==> config.mk <==
export PLATFORM = sky130hd
export DESIGN_NAME = l1_hdlc_service
export DESIGN_NICKNAME = d
export VERILOG_FILES = /design/src/rtl/l1_hdlc_pkg.sv /design/src/rtl/l1_hdlc_service.sv
export SDC_FILE = /design/constraint.sdc
export NUM_CORES = 1
export LEC_CHECK = 0
export BUFFER_PORTS_ARGS = -buffer_cell sky130_fd_sc_hd__buf_2
export CAP_MARGIN = 20
export CORE_MARGIN = 5
export CORE_UTILIZATION = 45
export CTS_CLUSTER_DIAMETER = 80
export DETAILED_ROUTE_END_ITERATION = 8
export GPL_TIMING_DRIVEN = 1
export MAX_ROUTING_LAYER = met4
export PLACE_DENSITY_LB_ADDON = 0.12
export SLEW_MARGIN = 20
export SYNTH_ARGS = -nofsm -noshare
export SYNTH_HDL_FRONTEND = slang
export SYNTH_SLANG_ARGS = --single-unit
==> constraint.sdc <==
create_clock -name sys_clk -period 3.9 [get_ports sys_clk]
set_input_delay 0.585 -clock sys_clk [delete_from_list [all_inputs] [get_ports sys_clk]]
set_output_delay 0.585 -clock sys_clk [all_outputs]
set_load 0.02 [all_outputs]
==> src/rtl/l1_hdlc_pkg.sv <==
// package: register map, field positions, codes and reset values for the layer-1/hdlc service block
package l1_hdlc_pkg;
    // ************************************************************
    // register indices (plain port, 8-bit data)
    // ************************************************************
    localparam logic [3:0] ADDR_ISTA = 4'h0;
    localparam logic [3:0] ADDR_EXTD = 4'h1;
    localparam logic [3:0] ADDR_CMDX = 4'h2;
    localparam logic [3:0] ADDR_CIRX = 4'h3;
    localparam logic [3:0] ADDR_TERM_ID_REG_FIRST = 4'h4;
    localparam logic [3:0] ADDR_TERM_ID_REG_SECOND = 4'h5;
    localparam logic [3:0] ADDR_SERVICE_POINT_REG_FIRST = 4'h6;
    localparam logic [3:0] ADDR_SERVICE_POINT_REG_SECOND = 4'h7;
    localparam logic [3:0] ADDR_SPRT = 4'h8;
    localparam logic [3:0] ADDR_STAT = 4'h9;
    localparam logic [3:0] ADDR_MODE = 4'hA;
    localparam logic [3:0] ADDR_STA2 = 4'hB;
    // ************************************************************
    // interrupt status bit positions, msb to lsb
    // ************************************************************
    localparam int ISTA_RXEND = 7;
    localparam int ISTA_POOLF = 6;
    localparam int ISTA_REMRX = 5;
    localparam int ISTA_TXRDY = 4;
    localparam int ISTA_TIMER = 3;
    localparam int ISTA_L1CHG = 2;
    localparam int ISTA_SYNC = 1;
    localparam int ISTA_EXT = 0;
    // extended register bits
    localparam int EXT_PROTERR = 0;
    // serial port control fields
    localparam int SP_TLOOP = 7;
    localparam int SP_BSEL_LO = 0;
    // mode register: auto mode bit
    localparam int MODE_AUTO = 0;
    // status bits
    localparam int STAT_TXBLK = 6;
    localparam int STA2_TIMER_RECOVERY_FLAG = 3;
    // ************************************************************
    // codes and reset values
    // ************************************************************
    localparam logic [3:0] CI_SOFT_RESET = 4'h1;
    localparam logic [3:0] CI_READY_IDLE = 4'h7;
    localparam logic [3:0] CI_DEACT_IDLE = 4'hF;
    localparam logic [3:0] CI_PEND_DEACT = 4'h0;
    localparam logic [3:0] CI_ACT_IND = 4'hC;
    localparam logic [3:0] CI_ACT_REQ = 4'h8;
    localparam logic [7:0] TEI_BROADCAST = 8'hFF;
    localparam logic [7:0] ZERO8 = 8'h00;
    localparam int RX_POOL_BYTES = 32;
    localparam logic [5:0] RX_POOL_CNT = 6'(RX_POOL_BYTES);
    localparam logic [1:0] BSEL_NETWORK = 2'h0;
    localparam logic [1:0] BSEL_SYNC = 2'h1;
    localparam logic [1:0] BSEL_SLOT = 2'h2;

    typedef struct packed {
        logic [3:0] addr;
        logic [7:0] wdata;
        logic wr;
        logic rd;
    } busreq_s;

    typedef struct packed {
        logic [7:0] ista;
        logic [7:0] ext;
        logic [3:0] ciTx;
        logic [3:0] ciRx;
        logic [7:0] term_id_reg_first;
        logic [7:0] term_id_reg_second;
        logic [7:0] service_point_reg_first;
        logic [7:0] service_point_reg_second;
        logic [7:0] sport;
        logic [7:0] mode;
        logic [5:0] rxCnt;
        logic [7:0] rdata;
        logic upOut;
        logic [1:0] bOut;
    } state_s;
endpackage

==> src/rtl/l1_hdlc_service.sv <==
// layer-1 command/indicate channel, hdlc event flags and serial port routing
// Operation
// - every indicate change raises layer-1 change; host reads state register
// - test-loop bit joins upstream data to downstream data
// - loop off returns layer 1 to normal deactivated state
// - port control routes b-channels to sync port, slot port or network
// - timer interrupt on hdlc timer expiry, only in auto mode
// - remote receiver change interrupt on remote receiver status change
// - extended interrupt summarises non-critical sources in extended register
// - pool-full interrupt at 32 bytes of unfinished frame
// - message-end interrupt on complete frame or long frame tail
// - status bits msb to lsb: end, full, remote, txrdy, timer, l1, sync, ext
//
// Our own choices: the placing of the registers and the plain strobed port.
`timescale 1ns/1ps
module l1_hdlc_service (
    input wire logic sys_clk,
    input wire logic arst_n,
    input wire logic clkEn,
    input wire logic [3:0] busAddr,
    input wire logic [7:0] busWdata,
    input wire logic busWr,
    input wire logic busRd,
    output logic [7:0] busRdata,
    output logic [3:0] commandIndicateCh0Tx,
    input wire logic [3:0] commandIndicateCh0Rx,
    input wire logic upstreamIn,
    output logic downstreamOut,
    input wire logic [1:0] bChanIn,
    output logic [1:0] bChanOut,
    input wire logic hdlcTimerTick,
    input wire logic remoteRxChange,
    input wire logic txPoolReady,
    input wire logic syncXferEvt,
    input wire logic [5:0] extEvt,
    input wire logic rxByte,
    input wire logic rxFrameEnd,
    input wire logic txFifoWriteEnable,
    input wire logic timerRecoveryFlag
);
    // ************************************************************
    // pin synchronisers
    // ************************************************************
    logic [3:0] ciMeta, ciSync, ciSyncD;
    logic upMeta, upSync;
    always_ff @(posedge sys_clk or negedge arst_n) begin
        if (!arst_n) begin
            ciMeta <= 4'h0;
            ciSync <= 4'h0;
            ciSyncD <= 4'h0;
            upMeta <= 1'b0;
            upSync <= 1'b0;
        end else if (clkEn) begin
            ciMeta <= commandIndicateCh0Rx;
            ciSync <= ciMeta;
            ciSyncD <= ciSync;
            upMeta <= upstreamIn;
            upSync <= upMeta;
        end
    end

    // ************************************************************
    // state
    // ************************************************************
    l1_hdlc_pkg::busreq_s req;
    l1_hdlc_pkg::state_s st_r, st_nxt;
    logic [7:0] istaSet;
    logic [7:0] extSet;
    logic rdIsta, rdExt, ciChanged;

    assign req = '{addr: busAddr, wdata: busWdata, wr: busWr, rd: busRd};
    // change seen on synchronised indication only
    assign ciChanged = (ciSync != ciSyncD);
    assign rdIsta = req.rd && (req.addr == l1_hdlc_pkg::ADDR_ISTA);
    assign rdExt = req.rd && (req.addr == l1_hdlc_pkg::ADDR_EXTD);

    always_comb begin
        st_nxt = st_r;
        istaSet = 8'h00;
        extSet = {2'b00, extEvt};
        // ************************************************************
        // event sources
        // ************************************************************
        istaSet[l1_hdlc_pkg::ISTA_L1CHG] = ciChanged;
        istaSet[l1_hdlc_pkg::ISTA_TIMER] = hdlcTimerTick && st_r.mode[l1_hdlc_pkg::MODE_AUTO];
        istaSet[l1_hdlc_pkg::ISTA_REMRX] = remoteRxChange;
        istaSet[l1_hdlc_pkg::ISTA_TXRDY] = txPoolReady;
        istaSet[l1_hdlc_pkg::ISTA_SYNC] = syncXferEvt;
        istaSet[l1_hdlc_pkg::ISTA_RXEND] = rxFrameEnd;
        if (rxFrameEnd) begin
            st_nxt.rxCnt = 6'h00;
        end else if (rxByte) begin
            if (st_r.rxCnt == l1_hdlc_pkg::RX_POOL_CNT - 6'h01) begin
                istaSet[l1_hdlc_pkg::ISTA_POOLF] = 1'b1;
                st_nxt.rxCnt = 6'h00;
            end else begin
                st_nxt.rxCnt = st_r.rxCnt + 6'h01;
            end
        end
        // ext register: read clears, a same-cycle event survives
        st_nxt.ext = (rdExt ? 8'h00 : st_r.ext) | extSet;
        istaSet[l1_hdlc_pkg::ISTA_EXT] = |st_nxt.ext;
        // status: read clears, set wins over clear
        st_nxt.ista = (rdIsta ? 8'h00 : st_r.ista) | istaSet;
        st_nxt.ciRx = ciSync;
        // ************************************************************
        // register writes
        // ************************************************************
        if (req.wr) begin
            if (req.addr == l1_hdlc_pkg::ADDR_CMDX) begin
                st_nxt.ciTx = req.wdata[3:0];
            end else if (req.addr == l1_hdlc_pkg::ADDR_TERM_ID_REG_FIRST) begin
                st_nxt.term_id_reg_first = req.wdata;
            end else if (req.addr == l1_hdlc_pkg::ADDR_TERM_ID_REG_SECOND) begin
                st_nxt.term_id_reg_second = req.wdata;
            end else if (req.addr == l1_hdlc_pkg::ADDR_SERVICE_POINT_REG_FIRST) begin
                st_nxt.service_point_reg_first = req.wdata;
            end else if (req.addr == l1_hdlc_pkg::ADDR_SERVICE_POINT_REG_SECOND) begin
                st_nxt.service_point_reg_second = req.wdata;
            end else if (req.addr == l1_hdlc_pkg::ADDR_SPRT) begin
                st_nxt.sport = req.wdata;
            end else if (req.addr == l1_hdlc_pkg::ADDR_MODE) begin
                st_nxt.mode = req.wdata;
            end
        end
        // ************************************************************
        // read data, valid only the cycle after the strobe
        // ************************************************************
        st_nxt.rdata = 8'h00;
        if (req.rd) begin
            if (req.addr == l1_hdlc_pkg::ADDR_ISTA) begin
                st_nxt.rdata = st_r.ista;
            end else if (req.addr == l1_hdlc_pkg::ADDR_EXTD) begin
                st_nxt.rdata = st_r.ext;
            end else if (req.addr == l1_hdlc_pkg::ADDR_CMDX) begin
                st_nxt.rdata = {4'h0, st_r.ciTx};
            end else if (req.addr == l1_hdlc_pkg::ADDR_CIRX) begin
                st_nxt.rdata = {4'h0, st_r.ciRx};
            end else if (req.addr == l1_hdlc_pkg::ADDR_TERM_ID_REG_FIRST) begin
                st_nxt.rdata = st_r.term_id_reg_first;
            end else if (req.addr == l1_hdlc_pkg::ADDR_TERM_ID_REG_SECOND) begin
                st_nxt.rdata = st_r.term_id_reg_second;
            end else if (req.addr == l1_hdlc_pkg::ADDR_SERVICE_POINT_REG_FIRST) begin
                st_nxt.rdata = st_r.service_point_reg_first;
            end else if (req.addr == l1_hdlc_pkg::ADDR_SERVICE_POINT_REG_SECOND) begin
                st_nxt.rdata = st_r.service_point_reg_second;
            end else if (req.addr == l1_hdlc_pkg::ADDR_SPRT) begin
                st_nxt.rdata = st_r.sport;
            end else if (req.addr == l1_hdlc_pkg::ADDR_STAT) begin
                st_nxt.rdata = 8'h00;
                st_nxt.rdata[l1_hdlc_pkg::STAT_TXBLK] = ~txFifoWriteEnable;
            end else if (req.addr == l1_hdlc_pkg::ADDR_MODE) begin
                st_nxt.rdata = st_r.mode;
            end else if (req.addr == l1_hdlc_pkg::ADDR_STA2) begin
                st_nxt.rdata = 8'h00;
                st_nxt.rdata[l1_hdlc_pkg::STA2_TIMER_RECOVERY_FLAG] = timerRecoveryFlag;
            end
        end
        // ************************************************************
        // data paths
        // ************************************************************
        // loop off drops back to the normal line, layer 1 sees deactivated idle again
        st_nxt.upOut = st_r.sport[l1_hdlc_pkg::SP_TLOOP] ? upSync : 1'b1;
        case (st_r.sport[l1_hdlc_pkg::SP_BSEL_LO +: 2])
            l1_hdlc_pkg::BSEL_SYNC: st_nxt.bOut = {1'b0, bChanIn[0]};
            l1_hdlc_pkg::BSEL_SLOT: st_nxt.bOut = {bChanIn[1], 1'b0};
            default: st_nxt.bOut = bChanIn;
        endcase
    end

    always_ff @(posedge sys_clk or negedge arst_n) begin
        if (!arst_n) begin
            st_r <= '{ista: 8'h00, ext: 8'h00, ciTx: l1_hdlc_pkg::CI_DEACT_IDLE, ciRx: 4'h0,
                      term_id_reg_first: l1_hdlc_pkg::TEI_BROADCAST, term_id_reg_second: l1_hdlc_pkg::TEI_BROADCAST,
                      service_point_reg_first: 8'h00, service_point_reg_second: 8'h00, sport: 8'h00, mode: 8'h00, rxCnt: 6'h00,
                      rdata: 8'h00, upOut: 1'b1, bOut: 2'b00};
        end else if (clkEn) begin
            st_r <= st_nxt;
        end
    end

    assign busRdata = st_r.rdata;
    assign commandIndicateCh0Tx = st_r.ciTx;
    assign downstreamOut = st_r.upOut;
    assign bChanOut = st_r.bOut;
endmodule

# ---- Yosys cells after proc, flatten, opt, wreduce, memory -nomap -nowiden
# Index checks and enable logic that the tools add are counted.
dict set report totals {
  inputBits 38
  register_bits 99
  out_inout_bits 15
}
dict set report classes {
  n_bitwise 9
  addsub 1
  muxes 23
  n_reduce_logical 14
  n_eq_ne 15
}
# operator count
set ops {}
lappend ops {{8-bit 2-to-1 mux} 14}
lappend ops {{6-bit 2-to-1 mux} 3}
lappend ops {{4-bit by 3-bit == test with 1-bit output, second input constant} 4}
lappend ops {{4-bit == test, second input constant} 4}
lappend ops {{9-bit AND reduction} 1}
lappend ops {{4-bit by 2-bit == test with 1-bit output, second input constant} 2}
lappend ops {{8-bit by 6-bit bitwise OR with 8-bit output} 1}
lappend ops {{8-bit bitwise OR} 1}
lappend ops {{8-bit AND reduction} 1}
lappend ops {{8-bit OR reduction} 1}
lappend ops {{1-bit NOT} 7}
lappend ops {{7-bit AND reduction} 1}
lappend ops {{6-bit by 1-bit adder with 6-bit output, second input constant} 1}
lappend ops {{6-bit by 5-bit == test with 1-bit output, second input constant} 1}
lappend ops {{6-bit AND reduction} 1}
lappend ops {{5-bit AND reduction} 1}
lappend ops {{4-bit by 1-bit == test with 1-bit output, second input constant} 1}
lappend ops {{4-bit zero test} 1}
lappend ops {{1-bit 2-to-1 mux} 4}
lappend ops {{4-bit 2-to-1 mux} 1}
lappend ops {{4-bit inequality test} 1}
lappend ops {{2-bit one-hot mux with 2 select lines} 1}
lappend ops {{4-bit AND reduction} 1}
lappend ops {{1-bit logical AND} 3}
lappend ops {{5 further kinds} 5}

# ---- Logic depth before layout (Yosys ltp)
# Gate-level depths: netlist of run 1.
dict set report logic_depth {
  word_depth 14
  depth_mapped 7
  mapped_depth_nobuf 5
}

# ---- Worst setup path after synthesis of run 1
# No wires, ideal clock.
dict set report synth_path {
  path_type {input port to flip-flop}
  from {input port busAddr[2]}
  to {register st_r[17] (netlist name)}
  path_buffers 2
  setup_slack_ns 1.943
  required_ns 3.775
  stages 5
  setup_time_ns 0.125
  t_arrival_ns 1.832
  cell_sequence {buf_2 -> nand2b_1 -> buf_2 -> nor3_2 -> mux2_2}
}
dict set report synth_between {
  elab_chain_cells 3
}
# element line_no
set synth_lines {}
lappend synth_lines {{start: declaration} l1_hdlc_service.sv:20} ;# input wire logic [3:0] busAddr,
lappend synth_lines {{4-bit == test (tied with other cells)} l1_hdlc_service.sv:120} ;# end else if (req.addr == l1_hdlc_pkg::ADDR_SPRT) begin
lappend synth_lines {{1-bit NOT (no line)} -}
lappend synth_lines {{9-bit AND reduction (no line) (*)} -}
lappend synth_lines {{end signal: assignment} l1_hdlc_service.sv:173} ;# st_r <= '{ista: 8'h00, ext: 8'h00, ciTx: l1_hdlc_pkg::CI_DEACT_IDLE, ciRx: 4'h0,
lappend synth_lines {{end signal: assignment} l1_hdlc_service.sv:178} ;# st_r <= st_nxt;
lappend synth_lines {{end: declaration} l1_hdlc_service.sv:66} ;# l1_hdlc_pkg::state_s st_r, st_nxt;
# Mark *: on every way between the ends. The rest lies on a longest branch, timed or not.
# A chain may end at the register's enable or synchronous reset.

# ---- Worst setup path in the final report of run 1
dict set report layout_path {
  from {input port busAddr[1]}
  to {register st_r[19] (netlist name)}
}
# Same word-level chain as after synthesis.

==> impl_metrics.csv, run 1 <==
group,metric,value,unit
yosys,postSynthCellCount,442,
critical_path,crit_path_start,"busAddr[1]",
yosys,synth_xor_area_share,0.698,%
placed_design,pre_cts_ws,1.21,ns
critical_path,crit_path_end,"st_r[19]",
clock_network,clk_pin_slew,0.10,ns
placed_design,gp_congestion,0.808,
yosys,postSynthNetCount,483,
yosys,synth_compound_area_share,15.1,%
grt,grt_max_degree,43,
pwr,ir_drop,0.000281,V
sta,setup_viol,0,
pwr,power.density,449,nW/um^2
sta,fmax,440,MHz
sta,skew,0.00622,ns
sta,fin_crit,2.28,ns
route,wl,12400,um
sta,slew_headroom,38.8,%
route,drt_iter0_markers,256,
clock_network,ctsHoldBuffers,0,
pwr,switchingPower,0.000735,W
route,vias,3556,
sta,rsz0062_at_grt,"no",
critical_path,r2r_cells,4,
sta,hold_viol,0,
layout,layout-drive-gt1-share,34.9,%
route,ant_nets,0,
critical_path,cp_slowest_cell,"nor3_2",
job,maxCapViolCount,0,
critical_path,critical_path_class,"in2reg",
clock_network,cts_tree,"yes",
critical_path,rrSetupSlack,1.97,ns
die,die_h,116,um
grt,grt_overflow,0,
layout,area_growth,9.20,%
critical_path,crit_fanout,27,
pwr,pwr-share-seq,53.6,%
die,start_util,46.1,%
status,status,"complete, no violations",
critical_path,rr_startpoint,"st_r[55]",
hold_path,hold_class,"in2async",
clock_network,root_buffer,"clkbuf_8",
sta,slew_violations,0,
critical_path,cp_num_cells,4,
critical_path,required,4.18,ns
grt,antenna_found_initial,0,
yosys,ys_types,63,
yosys,synth_edf_count,0,
layout,nNetsFinal,511,
critical_path,crit-reg2reg-capture,"busRdata[6]",
route,wire_per_inst,20.2,um
sta,min_period_over_period,58.3,%
grt,grt.total_usage,20.2,%
clock_network,h-tree-depth,3,
clock_network,cts_buffers,9,
yosys,synth.area.mux_share,15.4,%
yosys,synth_top_family_by_area,"multiplexers",
critical_path,start_kind,"primary input",
yosys,synthTopCellsByArea,"dfrtp_1 39%, mux2_2 13%, dfstp_2 11%, o21ai_0 2.6%, mux2i_1 2.2%",
pwr,combPwrFrac,17.7,%
layout,diodes,0,
grt,grt_pass1_wl,20000,um
yosys,synthArstFlopShare,100,%
clock_network,post-cts-setup-buffer-count,0,
clock_network,cts_resized,0,
yosys,synth_top_cell_area_share,38.9,%
yosys,postSynthAreaPerCell,11.4,sq um
die,row_count,38,
route,drt_pre_antenna_iters,4,
sta,tightest_slew,0.895,ns
die,fp.coreArea,10900,sq um
critical_path,crit_chain,"buf_2 -> nand2b_1 -> nor3_2 -> mux2_2",
critical_path,critical_path.top_delay_family,"simple AND/OR/NAND/NOR gates",
pwr,p_clk_share,28.7,%
placed_design,io_buffers,52,
clock_network,clock-sinks,99,
critical_path,worstPathArrival,2.55,ns
grt,grt_pass1_vias,3533,
critical_path,cp_num_buf_inv,1,
sta,fin_ws,1.62,ns
yosys,yosysWarnings,0,
die,die-area,13400,sq um
critical_path,cpPeakStageDelay,0.80,ns
die,ioPinCount,53,
yosys,synth_fa_ha_area_share,0.748,%
clock_network,cts.path.max_buffers,2,
pwr,p_int,0.00173,W
pwr,p_sw_share,29.9,%
clock_network,clkLatencyLatePin,0.39,ns
critical_path,endpoint_kind,"flip-flop",
route,viasPerCell,5.78,
yosys,synth_seq_cells,99,
placed_design,dpl.hpwl,8550,um
route,drc,0,
die,die_x,116,um
yosys,synth_seq_area_share,49.9,%
sta,tns,0,ns
yosys,synth_largest_area_cell,"dfrtp_1",
yosys,synthSimpleGateAreaFrac,12.6,%
yosys,ys.flop_type,"dfrtp_1",
pwr,p_leak,2.35,nW
yosys,syn_area,5020,sq um
==> power groups by stage <==
| stage | Combinational (W) | Clock, W | Sequential (W) |
|---|---|---|---|
| floorplan | 0.000335 | 0 | 0.00130 |
| global placement | 0.000426 | 0 | 0.00133 |
| detailed placement | 0.000441 | 0 | 0.00134 |
| CTS | 0.000442 | 0.000727 | 0.00132 |
| global route | 0.000483 | 0.000763 | 0.00134 |
| finish | 0.000435 | 0.000706 | 0.00132 |
==> placed cells by master (no fill, tap or decap), types with 4 or more instances in the layout <==
| cell | instances |
|---|---|
| dfrtp_1 | 78 |
| mux2_2 | 59 |
| buf_2 | 51 |
| o21ai_0 | 26 |
| nand2_1 | 23 |
| dfstp_2 | 21 |
| inv_1 | 13 |
| nor2_1 | 13 |
| a21oi_1 | 11 |
| mux2i_1 | 11 |
| a22o_1 | 11 |
| nor2b_1 | 9 |
| clkbuf_8 | 9 |
| a31oi_1 | 7 |
| nand3b_1 | 7 |
| nand3_1 | 7 |
| buf_4 | 7 |
| nor3b_1 | 6 |
| nor4_1 | 6 |
| o2bb2ai_1 | 5 |
| nand2b_1 | 5 |
| a221oi_1 | 5 |
| o211ai_1 | 4 |
| nor3_1 | 4 |
| xor2_1 | 4 |
==> metal layers <==
layer / vias to the layer above / track usage [%] / part of all wire [%]
met5: - / - / 0
met4: 0 / 3.99 / 0.92
met3: 7 / 5.27 / 4.5
met2: 66 / 31.3 / 48
met1: 1796 / 27.1 / 46
li1: 1687 / - / -
==> cells in the mapped netlist (4+ instances only) <==
cell / number
o211ai_1: 4
a221oi_1: 5
nor4_1: 6
o2bb2ai_1: 5
xor2_1: 4
nor2b_1: 9
nor2_1: 13
inv_1: 13
buf_1: 5
mux2_2: 59
mux2i_1: 11
buf_2: 11
a22o_1: 11
o21ai_0: 26
nand2_1: 23
nor3_1: 4
nand3_1: 7
clkbuf_1: 9
buf_4: 14
a21oi_1: 11
nand3b_1: 7
nand2b_1: 5
a31oi_1: 7
dfstp_2: 21
dfrtp_1: 78
nor3b_1: 6
==> worst min-delay path by stage <==
| stage | from | end | cells past startpoint | slack (ns) |
|---|---|---|---|---|
| CTS | arst_n | st_r[24] | 1 | 0.09 |
| finish | arst_n | st_r[30] | 1 | 0.09 |
| floorplan | arst_n | bChanOut[0] | 0 | 0.29 |
| global route | arst_n | st_r[24] | 1 | 0.09 |
| detailed placement | upMeta | upSync | 2 | 0.48 |
| global placement | st_r[32] | downstreamOut | 1 | 0.45 |
==> registers in the layout (all words and copies together), names as in the netlist <==
signal,cells
st_r,74
busRdata,8
ciMeta,4
ciSync,4
commandIndicateCh0Tx,4
bChanOut,2
downstreamOut,1
upMeta,1
upSync,1
==> logic make-up after synthesis <==
kind of cell               count (synthesis)
AOI/OAI and AO/OA                        108
and+or+nand+nor                          104
DFF                                       99
muxes                                     70
buffers and inverters                     54
xor gates and xnor gates                   4
adders and majority gates                  3
==> layout make-up <==
type | instances | area [sq um]
Tap cell | 140 | 175
Timing Repair Buffer | 58 | 308
Multi-Input combinational cell | 289 | 2240
Inverter | 13 | 48.8
Sequential cell | 99 | 2500
Clock buffer | 9 | 124
Clock inverter | 7 | 83.8
Fill cell | 1019 | 5410
==> metrics by stage <==
step,total power (W),utilization (%),hold WS [ns],instances,instance area [sq um]
2_1_floorplan,0.00164,-,0.289,442,5020
4_1_cts,0.00249,50.3,0.0867,615,5480
3_3_place_gp,0.00176,48.4,0.454,599,5270
5_1_grt,0.00259,50.3,0.0927,615,5480
3_5_place_dp,0.00178,48.4,0.477,599,5270
6_report,0.00246,50.3,0.0884,615,5480
(Power assumes the default switching activity.)
==> run 2: changes to the inputs <==
- clock period: 3.9 -> 2.3 ns (I/O delays scaled with it)
==> run 2 against run 1 <==
Via count up 4.0%. Die area is the same. Highest routed layer unchanged. Sequential power up 70%.
==> impl_metrics.csv, run 2 (synthesis results as in run 1) <==
group,metric,value,unit
hold_path,hold_class,"in2reg",
clock_network,cts.path.max_buffers,2,
grt,grt.total_usage,20.2,%
grt,grt-busiest-layer,"met2",
die,start_util,46.1,%
critical_path,cp_slowest_cell,"o311ai_0",
grt,grt_overflow,0,
critical_path,crit_path_start,"busAddr[2]",
critical_path,start_kind,"primary input",
sta,min_period_over_period,71.3,%
sta,hold_viol,0,
critical_path,rr_startpoint,"st_r[55]",
clock_network,cts_resized,0,
pwr,p_leak,2.47,nW
route,drt_pre_antenna_iters,5,
die,die_h,116,um
die,row_count,38,
layout,final_cell_mix,"78 x dfrtp_1, 59 x mux2_2, 51 x buf_2",
pwr,ir_drop,0.000494,V
clock_network,root_buffer,"clkbuf_8",
sta,fmax,610,MHz
critical_path,required,2.55,ns
critical_path,critical_path_class,"in2reg",
grt,grt_max_degree,46,
clock_network,clk_pin_slew,0.10,ns
critical_path,crit_chain,"buf_2 -> buf_4 -> nor3b_1 -> nor3_1 -> o311ai_0 -> o21ai_1",
status,status,"complete, no violations",
sta,rsz0062_at_grt,"no",
grt,grt_use_met2,28.9,%
critical_path,endpoint_kind,"flip-flop",
clock_network,clkLatencyLatePin,0.38,ns
clock_network,post-cts-setup-buffer-count,0,
sta,slew_headroom,57.4,%
sta,fin_crit,1.64,ns
sta,tns,0,ns
route,vias,3700,
sta,skew,0.00997,ns
critical_path,crit_fanout,18,
critical_path,critical_path.top_delay_family,"compound AO/OA/AOI/OAI gates",
job,maxCapViolCount,0,
hold_path,hp-start,"syncXferEvt",
layout,fin_cells,638,
clock_network,h-tree-depth,3,
sta,slew_violations,0,
critical_path,worstPathArrival,1.89,ns
placed_design,io_buffers,52,
clock_network,clock-sinks,99,
layout,largest_reg_flops,74,
route,drt_iter0_markers,329,
placed_design,post_dp_cell_area,5460,sq um
die,die_x,116,um
layout,fillers,990,
grt,grt_pass1_wl,20000,um
grt,antenna_found_initial,0,
die,ioPinCount,53,
pwr,power.density,732,nW/um^2
sta,tightest_slew,0.631,ns
clock_network,cts_buffers,9,
grt,grt_pass1_vias,3629,
layout,layout-drive-gt1-share,37.8,%
die,fp.coreArea,10900,sq um
critical_path,cpPeakStageDelay,0.56,ns
layout,fin_util,52.1,%
sta,setup_viol,0,
placed_design,dpl.hpwl,8880,um
layout,diodes,0,
grt,use_met1,28.8,%
layout,regMostFlops,"st_r",
placed_design,placedCellCount,621,
route,drc,0,
die,die-area,13400,sq um
critical_path,cp_num_buf_inv,2,
route,ant_nets,0,
layout,nNetsFinal,534,
clock_network,cts_tree,"yes",
route,wl,12400,um
placed_design,gp_congestion,0.923,
route,wire_per_inst,19.4,um
layout,final_common_cell,"dfrtp_1",
grt,grt_use_met3,5.22,%
layout,area_growth,13.0,%
route,viasPerCell,5.80,
layout,design_area,5670,sq um
## run 2: repair_timing
action                                  in CTS  in global routing
endpoints found under the setup margin       0                  0
hold endpoints to repair                    17                  0
hold buffers                                 1                  0
## run 2: worst register-to-register path: stages, from the launching register on
cell and delay (ns):
dfstp_2 0.55, mux2i_1 0.06, a2111oi_0 0.41, buf_4 0.19, o221ai_1 0.14, o2bb2ai_1 0.16
## run 2: worst paths after layout
kind / end / slack (ns) / depth (start not counted)
worst max-delay path: busRdata[3] / 0.66 / 6
worst min-delay path: st_r[82] / 0.19 / 2
worst max register to register: busRdata[6] / 0.72 / 5
worst min register to register: downstreamOut / 0.49 / 1
max in group asynchronous: st_r[53] / 1.12 / 3
min in group asynchronous: st_r[41] / 0.44 / 2
## run 2: report_power, final
group / switching, W / leakage [nW] / internal (W)
clock: 0.000646 / 0.0962 / 0.000510
combinational: 0.000394 / 1.21 / 0.000364
sequential: 0.000179 / 1.16 / 0.00206
## run 2: through the flow
stage	total power [W]	hold WS (ns)	worst slack (ns)
finish	0.00415	0.194	0.661
global route	0.00437	0.164	0.568
CTS	0.00420	0.171	0.701
detailed placement	0.00303	0.326	0.286
global placement	0.00301	0.317	0.249
floorplan	0.00278	0.0494	0.583
## run 2: layout make-up
class | instances | area (sq um) | share of cell area, %
timing repair buffer | 81 | 508 | 8.95
clock inverter | 7 | 76.3 | 1.35
clock buffer | 9 | 124 | 2.18
sequential | 99 | 2500 | 44.1
multi-input combinational | 289 | 2240 | 39.4
tap | 140 | 175 | 3.09
inverter | 13 | 48.8 | 0.860
## run 2: routing by layer
metal / wire [um] / share of wire, % / vias to the layer above
met3: 743 / 6.0 / 14
met1: 5760 / 46 / 1835
met5: 0 / 0 / -
met4: 182 / 1.5 / 0
li1: - / - / 1732
met2: 5720 / 46 / 119
